`config.mk`:
```
export PLATFORM = sky130hd
export DESIGN_NAME = hbfc_top
export DESIGN_NICKNAME = d
export VERILOG_FILES = /design/src/hbfc_pkg.sv /design/src/hbfc_top.sv /design/src/hbfc_leg.sv
export SDC_FILE = /design/constraint.sdc
export NUM_CORES = 1
export LEC_CHECK = 0
export BUFFER_PORTS_ARGS = -buffer_cell sky130_fd_sc_hd__buf_2
export CAP_MARGIN = 20
export CELL_PAD_IN_SITES_DETAIL_PLACEMENT = 1
export CELL_PAD_IN_SITES_GLOBAL_PLACEMENT = 2
export CORE_MARGIN = 2
export CORE_UTILIZATION = 30
export CTS_CLUSTER_DIAMETER = 120
export DETAILED_ROUTE_END_ITERATION = 16
export PLACE_DENSITY_LB_ADDON = 0.08
export RECOVER_POWER = 25
export SLEW_MARGIN = 20
export SYNTH_ARGS = -nofsm -noshare
export SYNTH_HDL_FRONTEND = slang
export SYNTH_SLANG_ARGS = --single-unit
```
`constraint.sdc`:
```
create_clock -name ref_clk -period 2.1 [get_ports ref_clk]
set_input_delay 0.21 -clock ref_clk [delete_from_list [all_inputs] [get_ports ref_clk]]
set_output_delay 0.21 -clock ref_clk [all_outputs]
set_load 0.05 [all_outputs]
```
`src/hbfc_pkg.sv`:
```
// Package with constants and types for the full-bridge fault control block
// Functional notes
// - Sink gate supply fault disables all outputs
// - Pump reservoir fault disables all outputs
// - Rail or thermal disable lasts while fault persists
// - Power-on lockout holds drivers disabled
// - Low sleep input shuts regulator and pump
// - Decay select high means slow decay
// - Synchronous rectification always on
// - Short: bridge off, flag low, start timer
// - Timer expiry retries; persistent short repeats cycle
// - Short gone after expiry releases flag
// - Flag low on short, undervoltage, warning
// - Thermal warning flags only, bridge keeps running
// - Shutdown at 175, re-enable after hysteresis
// - Dead time between leg driver switchovers
// - Fast decay drives opposite to drive state
// - Fast decay drivers off near zero current
// - Slow decay turns both sink drivers on
// - Decode enable, direction, decay into leg states
package hbfc_pkg;

  // Clock rate
  localparam int unsigned CLK_HZ          = 50_000_000;
  // Crossover dead time, ns
  localparam int unsigned DEAD_TIME_NS    = 500;
  localparam int unsigned DEAD_CYC        = (DEAD_TIME_NS * (CLK_HZ / 1_000_000) + 999) / 1000;
  // Short retry period, us
  localparam int unsigned RETRY_US        = 1200;
  localparam int unsigned RETRY_CYC       = RETRY_US * (CLK_HZ / 1_000_000);
  // Wake settle time the controller must allow, us
  localparam int unsigned WAKE_SETTLE_US  = 1000;
  // Counter widths
  localparam int unsigned DEAD_W          = 5;
  localparam int unsigned RETRY_W         = 17;
  // Reset values
  localparam logic        FLAG_RST        = 1'b0;

  // Requested state of one leg
  typedef enum logic [1:0]
  {
    HBFC_LEG_OFF  = 2'b00,
    HBFC_LEG_LOW  = 2'b01,
    HBFC_LEG_HIGH = 2'b10
  } hbfc_leg_t;

  // Short-retry state machine
  typedef enum logic [1:0]
  {
    HBFC_SC_RUN   = 2'b00,
    HBFC_SC_WAIT  = 2'b01,
    HBFC_SC_RETRY = 2'b10
  } hbfc_sc_t;

  // Controller command inputs
  typedef struct packed
  {
    logic dir;      // Direction select
    logic enable;   // Enable chop, high drives
    logic decay;    // High slow, low fast
    logic sleep_n;  // Low puts device to sleep
  } hbfc_cmd_t;

  // Analogue monitor events
  typedef struct packed
  {
    logic sink_gate_supply_fault;
    logic pump_reservoir_rail_fault;
    logic supply_low_lockout;
    logic thermal_warn;
    logic thermal_shutdown;
    logic short_detect;
    logic current_near_zero;
  } hbfc_mon_t;

  // Gate drive of one leg
  typedef struct packed
  {
    logic src_on;
    logic snk_on;
  } hbfc_gate_t;

endpackage

```
`src/hbfc_top.sv`:
```
// Full-bridge control, decode and fault supervision
`timescale 1ns/1ns
module hbfc_top
#(
  parameter int unsigned RETRY_CYCLES = hbfc_pkg::RETRY_CYC
)
(
  // Clock and reset
  input  wire logic                 ref_clk,
  input  wire logic                 rstn,
  // Controller commands
  input  hbfc_pkg::hbfc_cmd_t       cmd,
  // Analogue monitor events
  input  hbfc_pkg::hbfc_mon_t       mon,
  // Bridge gate drives
  output hbfc_pkg::hbfc_gate_t      bridge_leg_a,
  output hbfc_pkg::hbfc_gate_t      bridge_leg_b,
  // Regulator and charge pump enable
  output logic                      rail_enable,
  // Open-drain fault flag
  output logic                      fault_flag_n_o,
  output logic                      fault_flag_n_oe
);

  hbfc_pkg::hbfc_sc_t               sc_r;       // Short retry state
  hbfc_pkg::hbfc_sc_t               sc_nxt;
  logic [hbfc_pkg::RETRY_W-1:0]     tmr_r;      // Retry timer
  logic [hbfc_pkg::RETRY_W-1:0]     tmr_nxt;
  logic                             tsd_r;      // Thermal shutdown latched
  logic                             tsd_nxt;
  logic                             flag_r;     // Fault flag asserted
  logic                             flag_nxt;
  logic                             rail_r;
  logic                             rail_nxt;
  logic                             fz_r;       // Fast decay at zero current
  logic                             fz_nxt;
  logic                             disable_all;
  hbfc_pkg::hbfc_leg_t              req_a;
  hbfc_pkg::hbfc_leg_t              req_b;

  // Map a drive polarity to a leg pair value
  function automatic hbfc_pkg::hbfc_leg_t leg_of(input logic hi);
    leg_of = hi ? hbfc_pkg::HBFC_LEG_HIGH : hbfc_pkg::HBFC_LEG_LOW;
  endfunction

  // Short fault retry timing
  always_comb
  begin
    sc_nxt  = sc_r;
    tmr_nxt = tmr_r;
    case (sc_r)
      hbfc_pkg::HBFC_SC_RUN:
      begin
        if (mon.short_detect && cmd.sleep_n)
        begin
          // Bridge off and timer started
          sc_nxt  = hbfc_pkg::HBFC_SC_WAIT;
          tmr_nxt = hbfc_pkg::RETRY_W'(RETRY_CYCLES - 1);
        end
      end
      hbfc_pkg::HBFC_SC_WAIT:
      begin
        if (tmr_r != '0)
          tmr_nxt = tmr_r - 1'b1;
        else
          sc_nxt = hbfc_pkg::HBFC_SC_RETRY;  // Follow inputs again
      end
      hbfc_pkg::HBFC_SC_RETRY:
      begin
        if (mon.short_detect)
        begin
          // Short still there, repeat cycle
          sc_nxt  = hbfc_pkg::HBFC_SC_WAIT;
          tmr_nxt = hbfc_pkg::RETRY_W'(RETRY_CYCLES - 1);
        end
        else
          sc_nxt = hbfc_pkg::HBFC_SC_RUN;  // Clear, release flag
      end
      default:
        sc_nxt = hbfc_pkg::HBFC_SC_RUN;
    endcase
    if (!cmd.sleep_n)
      sc_nxt = hbfc_pkg::HBFC_SC_RUN;
  end

  // Fault flag, thermal latch and rail enable
  always_comb
  begin
    // Shutdown holds until monitor shows cooled past hysteresis
    tsd_nxt  = mon.thermal_shutdown;
    rail_nxt = cmd.sleep_n;  // Sleep stops regulator and pump
    // Flag sources, warning included
    flag_nxt = (sc_nxt == hbfc_pkg::HBFC_SC_WAIT) || (sc_nxt == hbfc_pkg::HBFC_SC_RETRY && mon.short_detect)
               || mon.sink_gate_supply_fault || mon.pump_reservoir_rail_fault
               || mon.supply_low_lockout || mon.thermal_warn || mon.thermal_shutdown;
    // Fast decay stops at zero current until next drive or slow decay
    fz_nxt = fz_r;
    if (cmd.enable || cmd.decay)
      fz_nxt = 1'b0;
    else if (mon.current_near_zero)
      fz_nxt = 1'b1;
  end

  // Register supervision state
  always_ff @(posedge ref_clk or negedge rstn)
  begin
    if (!rstn)
    begin
      sc_r   <= hbfc_pkg::HBFC_SC_RUN;
      tmr_r  <= '0;
      tsd_r  <= 1'b0;
      flag_r <= hbfc_pkg::FLAG_RST;
      rail_r <= 1'b0;
      fz_r   <= 1'b0;
    end
    else
    begin
      sc_r   <= sc_nxt;
      tmr_r  <= tmr_nxt;
      tsd_r  <= tsd_nxt;
      flag_r <= flag_nxt;
      rail_r <= rail_nxt;
      fz_r   <= fz_nxt;
    end
  end

  // Disabling faults; warning is deliberately absent
  assign disable_all = mon.sink_gate_supply_fault
                     | mon.pump_reservoir_rail_fault
                     | mon.supply_low_lockout
                     | tsd_r | mon.thermal_shutdown
                     | (sc_r == hbfc_pkg::HBFC_SC_WAIT);

  // Leg decode, with priority sleep, then faults, then inputs
  always_comb
  begin
    req_a = hbfc_pkg::HBFC_LEG_OFF;
    req_b = hbfc_pkg::HBFC_LEG_OFF;
    if (!cmd.sleep_n)
    begin
      // Both legs high impedance
      req_a = hbfc_pkg::HBFC_LEG_OFF;
      req_b = hbfc_pkg::HBFC_LEG_OFF;
    end
    else if (disable_all)
    begin
      // Disabled while fault lasts or short timer runs, resumes after
      req_a = hbfc_pkg::HBFC_LEG_OFF;
      req_b = hbfc_pkg::HBFC_LEG_OFF;
    end
    else if (cmd.enable)
    begin
      // Forward or reverse drive
      req_a = leg_of(cmd.dir);
      req_b = leg_of(!cmd.dir);
    end
    else if (cmd.decay)
    begin
      // Slow decay: both sinks on, synchronous
      req_a = hbfc_pkg::HBFC_LEG_LOW;
      req_b = hbfc_pkg::HBFC_LEG_LOW;
    end
    else if (!fz_r)
    begin
      // Fast decay: opposite drivers, synchronous
      req_a = leg_of(!cmd.dir);
      req_b = leg_of(cmd.dir);
    end
  end

  // Leg A driver
  hbfc_leg u_leg_a
  (
    .ref_clk (ref_clk),
    .rstn    (rstn),
    .req     (req_a),
    .gate    (bridge_leg_a)
  );

  // Leg B driver
  hbfc_leg u_leg_b
  (
    .ref_clk (ref_clk),
    .rstn    (rstn),
    .req     (req_b),
    .gate    (bridge_leg_b)
  );

  // Open drain: pull low while flag set
  assign fault_flag_n_o  = 1'b0;
  assign fault_flag_n_oe = flag_r;
  assign rail_enable     = rail_r;

endmodule

```
`src/hbfc_leg.sv`:
```
// One bridge leg driver with crossover dead time
`timescale 1ns/1ns
module hbfc_leg
(
  // Clock and reset
  input  wire logic                 ref_clk,
  input  wire logic                 rstn,
  // Requested leg state
  input  hbfc_pkg::hbfc_leg_t       req,
  // Gate drives
  output hbfc_pkg::hbfc_gate_t      gate
);

  hbfc_pkg::hbfc_leg_t              cur_r;   // Leg state being driven
  hbfc_pkg::hbfc_leg_t              cur_nxt;
  logic [hbfc_pkg::DEAD_W-1:0]      dead_r;  // Dead-time countdown
  logic [hbfc_pkg::DEAD_W-1:0]      dead_nxt;
  hbfc_pkg::hbfc_gate_t             gate_r;
  hbfc_pkg::hbfc_gate_t             gate_nxt;

  // Next leg state: go off at once, wait dead time before turning on
  always_comb
  begin
    cur_nxt  = cur_r;
    dead_nxt = dead_r;
    if (req != cur_r)
    begin
      if (cur_r != hbfc_pkg::HBFC_LEG_OFF)
      begin
        // Any change first drops both switches
        cur_nxt  = hbfc_pkg::HBFC_LEG_OFF;
        dead_nxt = hbfc_pkg::DEAD_W'(hbfc_pkg::DEAD_CYC);
      end
      else if (req == hbfc_pkg::HBFC_LEG_OFF)
        dead_nxt = dead_r;
      else if (dead_r != '0)
        dead_nxt = dead_r - 1'b1;  // Still inside crossover gap
      else
        cur_nxt = req;
    end
    else if (cur_r == hbfc_pkg::HBFC_LEG_OFF && dead_r != '0)
      dead_nxt = dead_r - 1'b1;
    gate_nxt.src_on = (cur_nxt == hbfc_pkg::HBFC_LEG_HIGH);
    gate_nxt.snk_on = (cur_nxt == hbfc_pkg::HBFC_LEG_LOW);
  end

  // Register leg state
  always_ff @(posedge ref_clk or negedge rstn)
  begin
    if (!rstn)
    begin
      cur_r  <= hbfc_pkg::HBFC_LEG_OFF;
      dead_r <= hbfc_pkg::DEAD_W'(hbfc_pkg::DEAD_CYC);
      gate_r <= '0;
    end
    else
    begin
      cur_r  <= cur_nxt;
      dead_r <= dead_nxt;
      gate_r <= gate_nxt;
    end
  end

  assign gate = gate_r;

endmodule

```
# Word level (Yosys, flattened, before mapping)
# Cells that the tools add are included.
dict set report word_totals {
  register_bits 41
  input_bits 13
}
dict set report op_classes {
  eq_ne 17
  bitwise 5
  add_sub_neg 3
  muxes 41
  reduce_logical 28
}
# cell count
set ops {}
lappend ops {{17-bit two-way mux} 3}
lappend ops {{17-bit one-hot mux with 3 select lines} 1}
lappend ops {{5-bit two-way mux} 10}
lappend ops {{2-bit two-way mux} 23}
lappend ops {{17-bit nonzero test} 1}
lappend ops {{17-bit by 1-bit subtractor with 17-bit output (second input constant)} 1}
lappend ops {{3-bit inequality test (second input constant)} 4}
lappend ops {{2-bit logical NOT} 5}
lappend ops {{2-bit nonzero test} 5}
lappend ops {{5-bit nonzero test} 2}
lappend ops {{5-bit by 1-bit subtractor with 5-bit output (second input constant)} 2}
lappend ops {{2-bit by 1-bit equality test with 1-bit output (second input constant)} 4}
lappend ops {{2-bit equality test (second input constant)} 4}
lappend ops {{1-bit logical OR} 7}
lappend ops {{2-bit inequality test (second input constant)} 3}
lappend ops {{2-bit one-hot mux with 3 select lines} 1}
lappend ops {{3-bit AND reduction} 2}
lappend ops {{1-bit bitwise OR} 5}
lappend ops {{1-bit logical AND} 4}
lappend ops {{2-bit inequality test} 2}
lappend ops {{4-bit AND reduction} 1}
lappend ops {{1-bit two-way mux} 3}
lappend ops {{3-bit nonzero test} 1}

# Logic depth before layout (Yosys ltp)
# Gate-level depths: netlist (run 1).
dict set report depth {
  depth_word 12
  mapped_depth 7
  mapped_depth_nobuf 7
}

# By module
# A second synthesis (run 1) with hierarchy kept.
dict set report unflattened {
  cells_unflattened 239
  area_unflattened_um2 2386.0
}
# module seq_area_each_um2 cells_per_inst area_each_um2 instances
set modules_own_cells {}
lappend modules_own_cells {hbfc_top 575.6 133 1345.0 1}
lappend modules_own_cells {hbfc_leg 229.0 53 520.5 2}

# Worst setup path after synthesis (run 1)
# OpenSTA, ideal clock, no wires.
dict set report synth_timing {
  path_type {flip-flop to flip-flop}
  startpoint {reg tmr_r[0] (netlist name)}
  endpoint {reg tmr_r[9] (netlist name)}
  setup_ps 137
  setup_slack_ps 0
  t_arrival_ps 1963
  stages_incl_launch_ff 8
  path_cell_list {dfrtp_1 inv_1 ha_1 or4b_1 o41ai_4 nor4_1 xnor2_1 nand2_1}
}
dict set report synth_between {
  elab_chain_cells 3
  word_cells_on_any_way 6
  cone_classes {1 x add/sub; 1 x eq/ne; 2 x mux; 2 x reduce/logical}
}
# item line
set synth_lines {}
lappend synth_lines {{start, declared} hbfc_top.sv:27} ;# logic [hbfc_pkg::RETRY_W-1:0] tmr_r;
lappend synth_lines {{start signal, assigned} hbfc_top.sv:119} ;# tmr_r <= tmr_nxt;
lappend synth_lines {{17-bit by 1-bit subtractor with 17-bit output or 17-bit nonzero test (tied branches)} {hbfc_top.sv:64, hbfc_top.sv:63}}
lappend synth_lines {{17-bit two-way mux or 2-bit inequality test (tied branches)} --}
lappend synth_lines {{17-bit one-hot mux with 3 select lines or 4-bit AND reduction (tied branches)} --}
# Parallel ways exist; a longest one is shown, timed or not. The select of a mux whose other input is x is not followed.
# A chain may end at the register's enable or synchronous reset.

# Worst setup path after layout (run 1)
dict set report layout_timing {
  startpoint {reg tmr_r[0] (netlist name)}
  endpoint {reg tmr_r[6] (netlist name)}
}
# The elaborated chain is that of the path after synthesis.

==> results of run 1 <==
## cell usage after synthesis (all sizes together) (2+ instances only)
cell | count | area, um2
o21a | 4 | 30.0
dfrtp | 35 | 876
nor3 | 16 | 85.1
a2111oi | 2 | 17.5
o21ai | 10 | 50.0
a21oi | 17 | 85.1
dfstp | 6 | 158
nand3 | 3 | 15.0
a221o | 2 | 20.0
nor2 | 12 | 45.0
a22oi | 2 | 20.0
inv | 10 | 37.5
ha | 4 | 50.1
nor4 | 10 | 83.8
buf | 4 | 33.8
or3 | 4 | 30.0
xnor2 | 12 | 105
a31o | 2 | 17.5
xor2 | 3 | 26.3
nand2b | 8 | 50.1
or4 | 5 | 45.0
nor2b | 6 | 37.5
clkbuf | 4 | 15.0
o31ai | 5 | 37.5
or4b | 3 | 33.8
nand2 | 16 | 60.1
a22o | 2 | 17.5
## metrics by stage
stage | hold slack [ps] | std cells | setup slack, ps | total power, mW
floorplan | -85.6 | 220 | 39.2 | 1.47
global placement | 322 | 350 | -28.3 | 1.65
detailed placement | 331 | 350 | -92.2 | 1.66
CTS | 31.2 | 359 | 1.10 | 2.33
global route | 36.2 | 363 | -91.2 | 2.51
finish | 47.2 | 363 | 1.16 | 2.30
## layer usage
layer,share of wire,up-vias
met5,0,-
met4,0.013,0
met3,0.025,4
met2,0.47,14
met1,0.49,864
li1,-,886
## cell type report
type / count / area (um2) / share of cell area
clock inverter: 2 / 35.0 / 0.0129
multi-input combinational: 161 / 1130 / 0.417
timing repair buffer: 44 / 283 / 0.104
sequential: 41 / 1030 / 0.380
clock buffer: 6 / 72.6 / 0.0267
inverter: 10 / 37.5 / 0.0138
tap: 99 / 124 / 0.0455
## how the worst max path moves through the flow
stage / slack [ps] / depth (start not counted) / from / end
after floorplan: 40 / 7 / tmr_r[0]$_DFFE_PN0P_ / tmr_r[9]$_DFFE_PN0P_
after global placement: -30 / 8 / tmr_r[0]$_DFFE_PN0P_ / tmr_r[6]$_DFFE_PN0P_
after detailed placement: -90 / 8 / tmr_r[0]$_DFFE_PN0P_ / tmr_r[6]$_DFFE_PN0P_
after CTS: 1 / 6 / tmr_r[11]$_DFFE_PN0P_ / tmr_r[6]$_DFFE_PN0P_
after global routing: -90 / 10 / tmr_r[0]$_DFFE_PN0P_ / tmr_r[6]$_DFFE_PN0P_
final: 1 / 10 / tmr_r[0]$_DFFE_PN0P_ / tmr_r[6]$_DFFE_PN0P_
## logic make-up after synthesis
group                    count (synthesis)
buffers and inverters                   18
other                                    1
flip-flops                              41
AO/OA/AOI/OAI                           53
XOR/XNOR                                15
AND/OR/NAND/NOR                         88
adder cells (fa/ha/maj)                  4
## registers in the layout (all words and copies together), names as in the netlist
signal and cells:
tmr_r 17, u_leg_a.dead_r 5, u_leg_b.dead_r 5, sc_r 2, u_leg_a.cur_r 2, u_leg_a.gate 2, u_leg_b.cur_r 2, u_leg_b.gate 2
fault_flag_n_oe 1, fz_r 1, rail_enable 1, tsd_r 1
## where the power goes
| group | switching, mW | internal, mW |
|---|---|---|
| combinational | 0.301 | 0.319 |
| clock | 0.279 | 0.353 |
| sequential | 0.0979 | 0.949 |
| total | 0.678 | 1.62 |
## what timing repair did
item                                   CTS  global route
hold buffers                             1             0
buffers inserted                         0             4
pin swaps                                1             8
endpoints found under the hold margin    5             0
setup endpoints to repair               12            13
resized for setup                        1            11
==> flow_metrics.py, run 1 <==
metrics = {
    "yosys": {
        "yosysSeqAreaShare": 0.469,
        "synth_xor_area_frac": 0.0596,
        "synth-compound-area-share": 0.168,
        "yosysUniqueCellTypes": 50,
        "synth_mux_area_frac": 0,
        "yosys_warnings": 0,
        "synth-simple-area-share": 0.240,
        "synthAdderAreaFrac": 0.0227,
        "synth-main-ff-cell": "dfrtp_1",
        "synth_area_per_cell_um2": 10.0,
        "synth-async-reset-ratio": 1.00,
        "syn_area_um2": 2200,
        "syn_nets": 237,
        "syn_inst": 220,
        "synth_edf_count": 0,
        "yosys_register_bits": 41,
        "synth_top_family_by_area": "simple AND/OR/NAND/NOR gates",
    },
    "setup_path": {
        "crit_chain": "inv_2 > ha_4 > or4b_4 > buf_4 > nor4_4 > buf_4 > buf_4 > nor4_1 > nor3_1 > a21oi_1",
        "end_kind": "register",
        "r2r_start": "tmr_r[0]$_DFFE_PN0P_",
        "critPathArrivalTime_ps": 2260,
        "path_buf_inv": 4,
        "reg2reg_depth": 10,
        "slowest_stage": "or4b_4",
        "timing.critical_path.mode_cell": "buf_4",
        "cpPeakStageDelay_ps": 480,
        "crit_type": "register to register",
        "rrSetupSlack_ps": 1,
        "critPathMaxFanout": 5,
        "cp.required_ps": 2260,
        "crit_path_start_kind": "register",
        "worstReg2RegEnd": "tmr_r[6]$_DFFE_PN0P_",
        "crit_family": "simple AND/OR/NAND/NOR gates",
    },
    "job": {
        "cap_violations": 0,
    },
    "sta": {
        "fmax_mhz": 476,
        "setup_viol": 0,
        "slew_headroom": 0.308,
        "rsz0062_at_grt": "true",
        "min_period_over_period": 0.999,
        "hold_viol_final": 0,
        "finalClockSkew_ps": 12.4,
        "tns_ps": 0,
        "tightest_slew_ps": 1040,
        "finalMaxSlewViolations": 0,
        "period_minus_slack_ps": 2100,
    },
    "die": {
        "start_util": 0.307,
        "dieArea_um2": 8050,
        "die_w_um": 89.7,
        "rows": 31,
        "coreArea_um2": 7180,
        "die_y_um": 89.7,
        "io_pins": 20,
    },
    "routing": {
        "wl_per_cell_um": 14.0,
        "vias_per_cell": 4.87,
        "vias": 1768,
        "first_pass_iters": 2,
        "routed_wl_um": 5070,
        "drt_first_iter_violations": 46,
        "antenna_left": 0,
        "post-route-drc-count": 0,
    },
    "outcome": {
        "status": "finished, final reports clean",
    },
    "finish": {
        "layout_commonest_cell": "dfrtp_1",
        "nets": 280,
        "design_area_um2": 2720,
        "nFillCells": 820,
        "n_antenna_cell": 0,
        "final_util": 0.379,
        "drive_gt1_frac": 0.284,
        "synthToLayoutAreaGrowth_pct": 23.4,
        "final_cell_mix": "35 x dfrtp_1, 24 x buf_4, 17 x a21oi_1",
    },
    "pwr": {
        "peakVddDrop_v": 0.000371,
        "powerDensity_nw_per_um2": 845,
        "p_leak_nw": 1.09,
    },
    "clock_tree": {
        "cts.sinks": 41,
        "cts-root-buf": "clkbuf_8",
        "cts_max_level": 2,
        "clock_latency_ps": 290,
        "cts_buffers": 5,
        "cts_tree": "yes",
        "path_clk_slew_ps": 80,
        "clockBufferDepth": 2,
    },
    "min_path": {
        "hold_end": "tsd_r$_DFF_PN0_",
        "whs_path_depth": 1,
        "worstHoldStart": "mon[2]",
        "hp-class": "input port to register",
    },
    "global_route": {
        "gr-usage-met2": 0.227,
        "grt_util_met3": 0.0302,
        "grt_pass1_wl_um": 9240,
        "grt_overflow_total": 0,
        "grt_pass1_vias": 1867,
        "grt_max_degree": 42,
        "antenna_found_initial": 0,
        "grtUsageTotal": 0.140,
        "gr-max-usage-layer": "met2",
        "grtUsageMet1": 0.188,
    },
    "placement": {
        "placedInstanceArea_um2": 2530,
        "io_buffers": 18,
        "hpwl_um": 3650,
        "gp_congestion": 0.718,
    },
}
Note: power is estimated with default switching activity, not from simulation.
==> run 2, diff against run 1 <==
--- a/config.mk
+++ b/config.mk
@@ -9,7 +9,6 @@
 export CAP_MARGIN = 20
 export CELL_PAD_IN_SITES_DETAIL_PLACEMENT = 1
 export CELL_PAD_IN_SITES_GLOBAL_PLACEMENT = 2
-export CORE_MARGIN = 2
 export CORE_UTILIZATION = 30
 export CTS_CLUSTER_DIAMETER = 120
 export DETAILED_ROUTE_END_ITERATION = 16
==> flow_metrics.py, run 2 (synthesis results as in run 1) <==
metrics = {
    "setup_path": {
        "cp.required_ps": 2250,
        "crit_family": "simple AND/OR/NAND/NOR gates",
        "critPathArrivalTime_ps": 2150,
        "critPathMaxFanout": 7,
        "path_buf_inv": 0,
        "cpPeakStageDelay_ps": 620,
        "crit_path_start_kind": "register",
        "end_kind": "register",
        "crit_type": "register to register",
        "slowest_stage": "or4_4",
        "crit_chain": "or4_4 > or3_4 > nor4_2 > xnor2_1 > nand2_1",
    },
    "min_path": {
        "hp-class": "input port to register",
    },
    "clock_tree": {
        "clockBufferDepth": 2,
        "clock_latency_ps": 290,
        "path_clk_slew_ps": 80,
        "cts_max_level": 2,
        "cts.sinks": 41,
        "cts_tree": "yes",
        "cts-root-buf": "clkbuf_8",
        "cts_buffers": 5,
    },
    "pwr": {
        "pwr-share-clk": 0.316,
        "peakVddDrop_v": 0.000297,
        "p_seq_frac": 0.434,
        "p_leak_nw": 1.09,
        "switching_share": 0.282,
        "power_mw": 2.41,
        "p_int_mw": 1.73,
        "powerDensity_nw_per_um2": 896,
        "pwr-share-comb": 0.250,
        "p_sw_mw": 0.678,
    },
    "finish": {
        "largest_reg_flops": 17,
        "n_antenna_cell": 0,
        "reg_top3": "tmr_r (17), u_leg_a.dead_r (5), u_leg_b.dead_r (5)",
        "largest-register": "tmr_r",
        "drive_gt1_frac": 0.268,
        "layout_commonest_cell": "dfrtp_1",
        "nFillCells": 823,
        "nets": 277,
        "synthToLayoutAreaGrowth_pct": 21.8,
        "final_cell_mix": "34 x dfrtp_1, 21 x buf_4, 17 x a21oi_1",
    },
    "sta": {
        "finalClockSkew_ps": 3.88,
        "period_minus_slack_ps": 1990,
        "hold_viol_final": 0,
        "fmax_mhz": 501,
        "slew_headroom": 0.299,
        "finalMaxSlewViolations": 0,
        "min_period_over_period": 0.950,
        "setup_viol": 0,
        "whs_ps": 49.8,
        "tightest_slew_ps": 1050,
        "rsz0062_at_grt": "true",
    },
    "die": {
        "coreArea_um2": 6940,
        "die_w_um": 87.7,
        "io_pins": 20,
        "dieArea_um2": 7700,
        "die_y_um": 87.7,
        "start_util": 0.317,
        "rows": 30,
    },
    "global_route": {
        "grt_max_degree": 42,
        "grt_pass1_vias": 1816,
        "grt_pass1_wl_um": 8960,
        "grtUsageTotal": 0.151,
        "antenna_found_initial": 0,
        "grt_overflow_total": 0,
    },
    "placement": {
        "gp_congestion": 0.734,
        "hpwl_um": 3570,
        "io_buffers": 18,
    },
    "job": {
        "cap_violations": 0,
    },
    "routing": {
        "vias": 1808,
        "wl_per_cell_um": 14.1,
        "post-route-drc-count": 0,
        "vias_per_cell": 5.06,
        "first_pass_iters": 4,
        "routed_wl_um": 5030,
        "drt_first_iter_violations": 45,
        "antenna_left": 0,
    },
    "outcome": {
        "status": "finished, final reports clean",
    },
}
## run 2: layout make-up
cell class / count / area, um2 / share of cell area
clock inverters: 3 / 65.1 / 0.0242
repair buffers: 41 / 260 / 0.0969
inverters: 10 / 37.5 / 0.0140
multi-input cells: 161 / 1100 / 0.409
clock buffers: 5 / 68.8 / 0.0256
well taps: 96 / 120 / 0.0447
flip-flops and latches: 41 / 1030 / 0.385
## run 2: metal layers
layer | track usage | share of wire
met5 | 0 | 0
met4 | 0.0492 | 0.0093
met3 | 0.0292 | 0.025
met2 | 0.243 | 0.48
met1 | 0.203 | 0.49
## run 2: per-stage QoR
step / instance area, um2 / std cells / utilization / TNS [ps] / setup WS, ps
finish: 2690 / 357 / 0.387 / 0 / 106
detailed placement: 2530 / 348 / 0.365 / -74.4 / -41.0
CTS: 2680 / 357 / 0.386 / 0 / 47.4
global route: 2690 / 357 / 0.387 / -13.6 / -13.6
global placement: 2530 / 348 / 0.365 / 0 / 13.0
floorplan: 2200 / 220 / - / 0 / 39.2
## run 2: power groups by stage
stage | clock network, mW | logic (mW) | registers [mW]
finish | 0.761 | 0.601 | 1.04
global route | 0.822 | 0.701 | 1.07
CTS | 0.795 | 0.615 | 1.05
detailed placement | 0 | 0.608 | 1.06
global placement | 0 | 0.596 | 1.06
floorplan | 0 | 0.425 | 1.04
## run 2: worst paths after layout
path / cells after the start / end / slack [ps] / startpoint
max: 5 / tmr_r[14]$_DFFE_PN0P_ / 110 / tmr_r[7]$_DFFE_PN0P_
min: 1 / tsd_r$_DFF_PN0_ / 50 / mon[2]
max reg2reg: 5 / tmr_r[14]$_DFFE_PN0P_ / 110 / tmr_r[7]$_DFFE_PN0P_
min reg2reg: 2 / u_leg_b.dead_r[4]$_DFFE_PN1P_ / 470 / u_leg_b.dead_r[4]$_DFFE_PN1P_
max in group asynchronous: 3 / tmr_r[4]$_DFFE_PN0P_ / 670 / rstn
min in group asynchronous: 3 / u_leg_a.dead_r[2]$_DFFE_PN0P_ / 710 / rstn
## run 2: timing repair
item / 4_1_cts / 5_1_grt
pin swaps: 1 / 2
hold endpoints to repair: 10 / 0
setup endpoints to repair: 6 / 8
setup buffers: 0 / 0
hold buffers: 1 / 0
resized for setup: 1 / 5
## run 2: worst register-to-register path, stage by stage, from the launching register on
cell	delay (ps)
dfrtp_1	390
or4_4	620
or3_4	370
nor4_2	280
xnor2_1	150
nand2_1	60
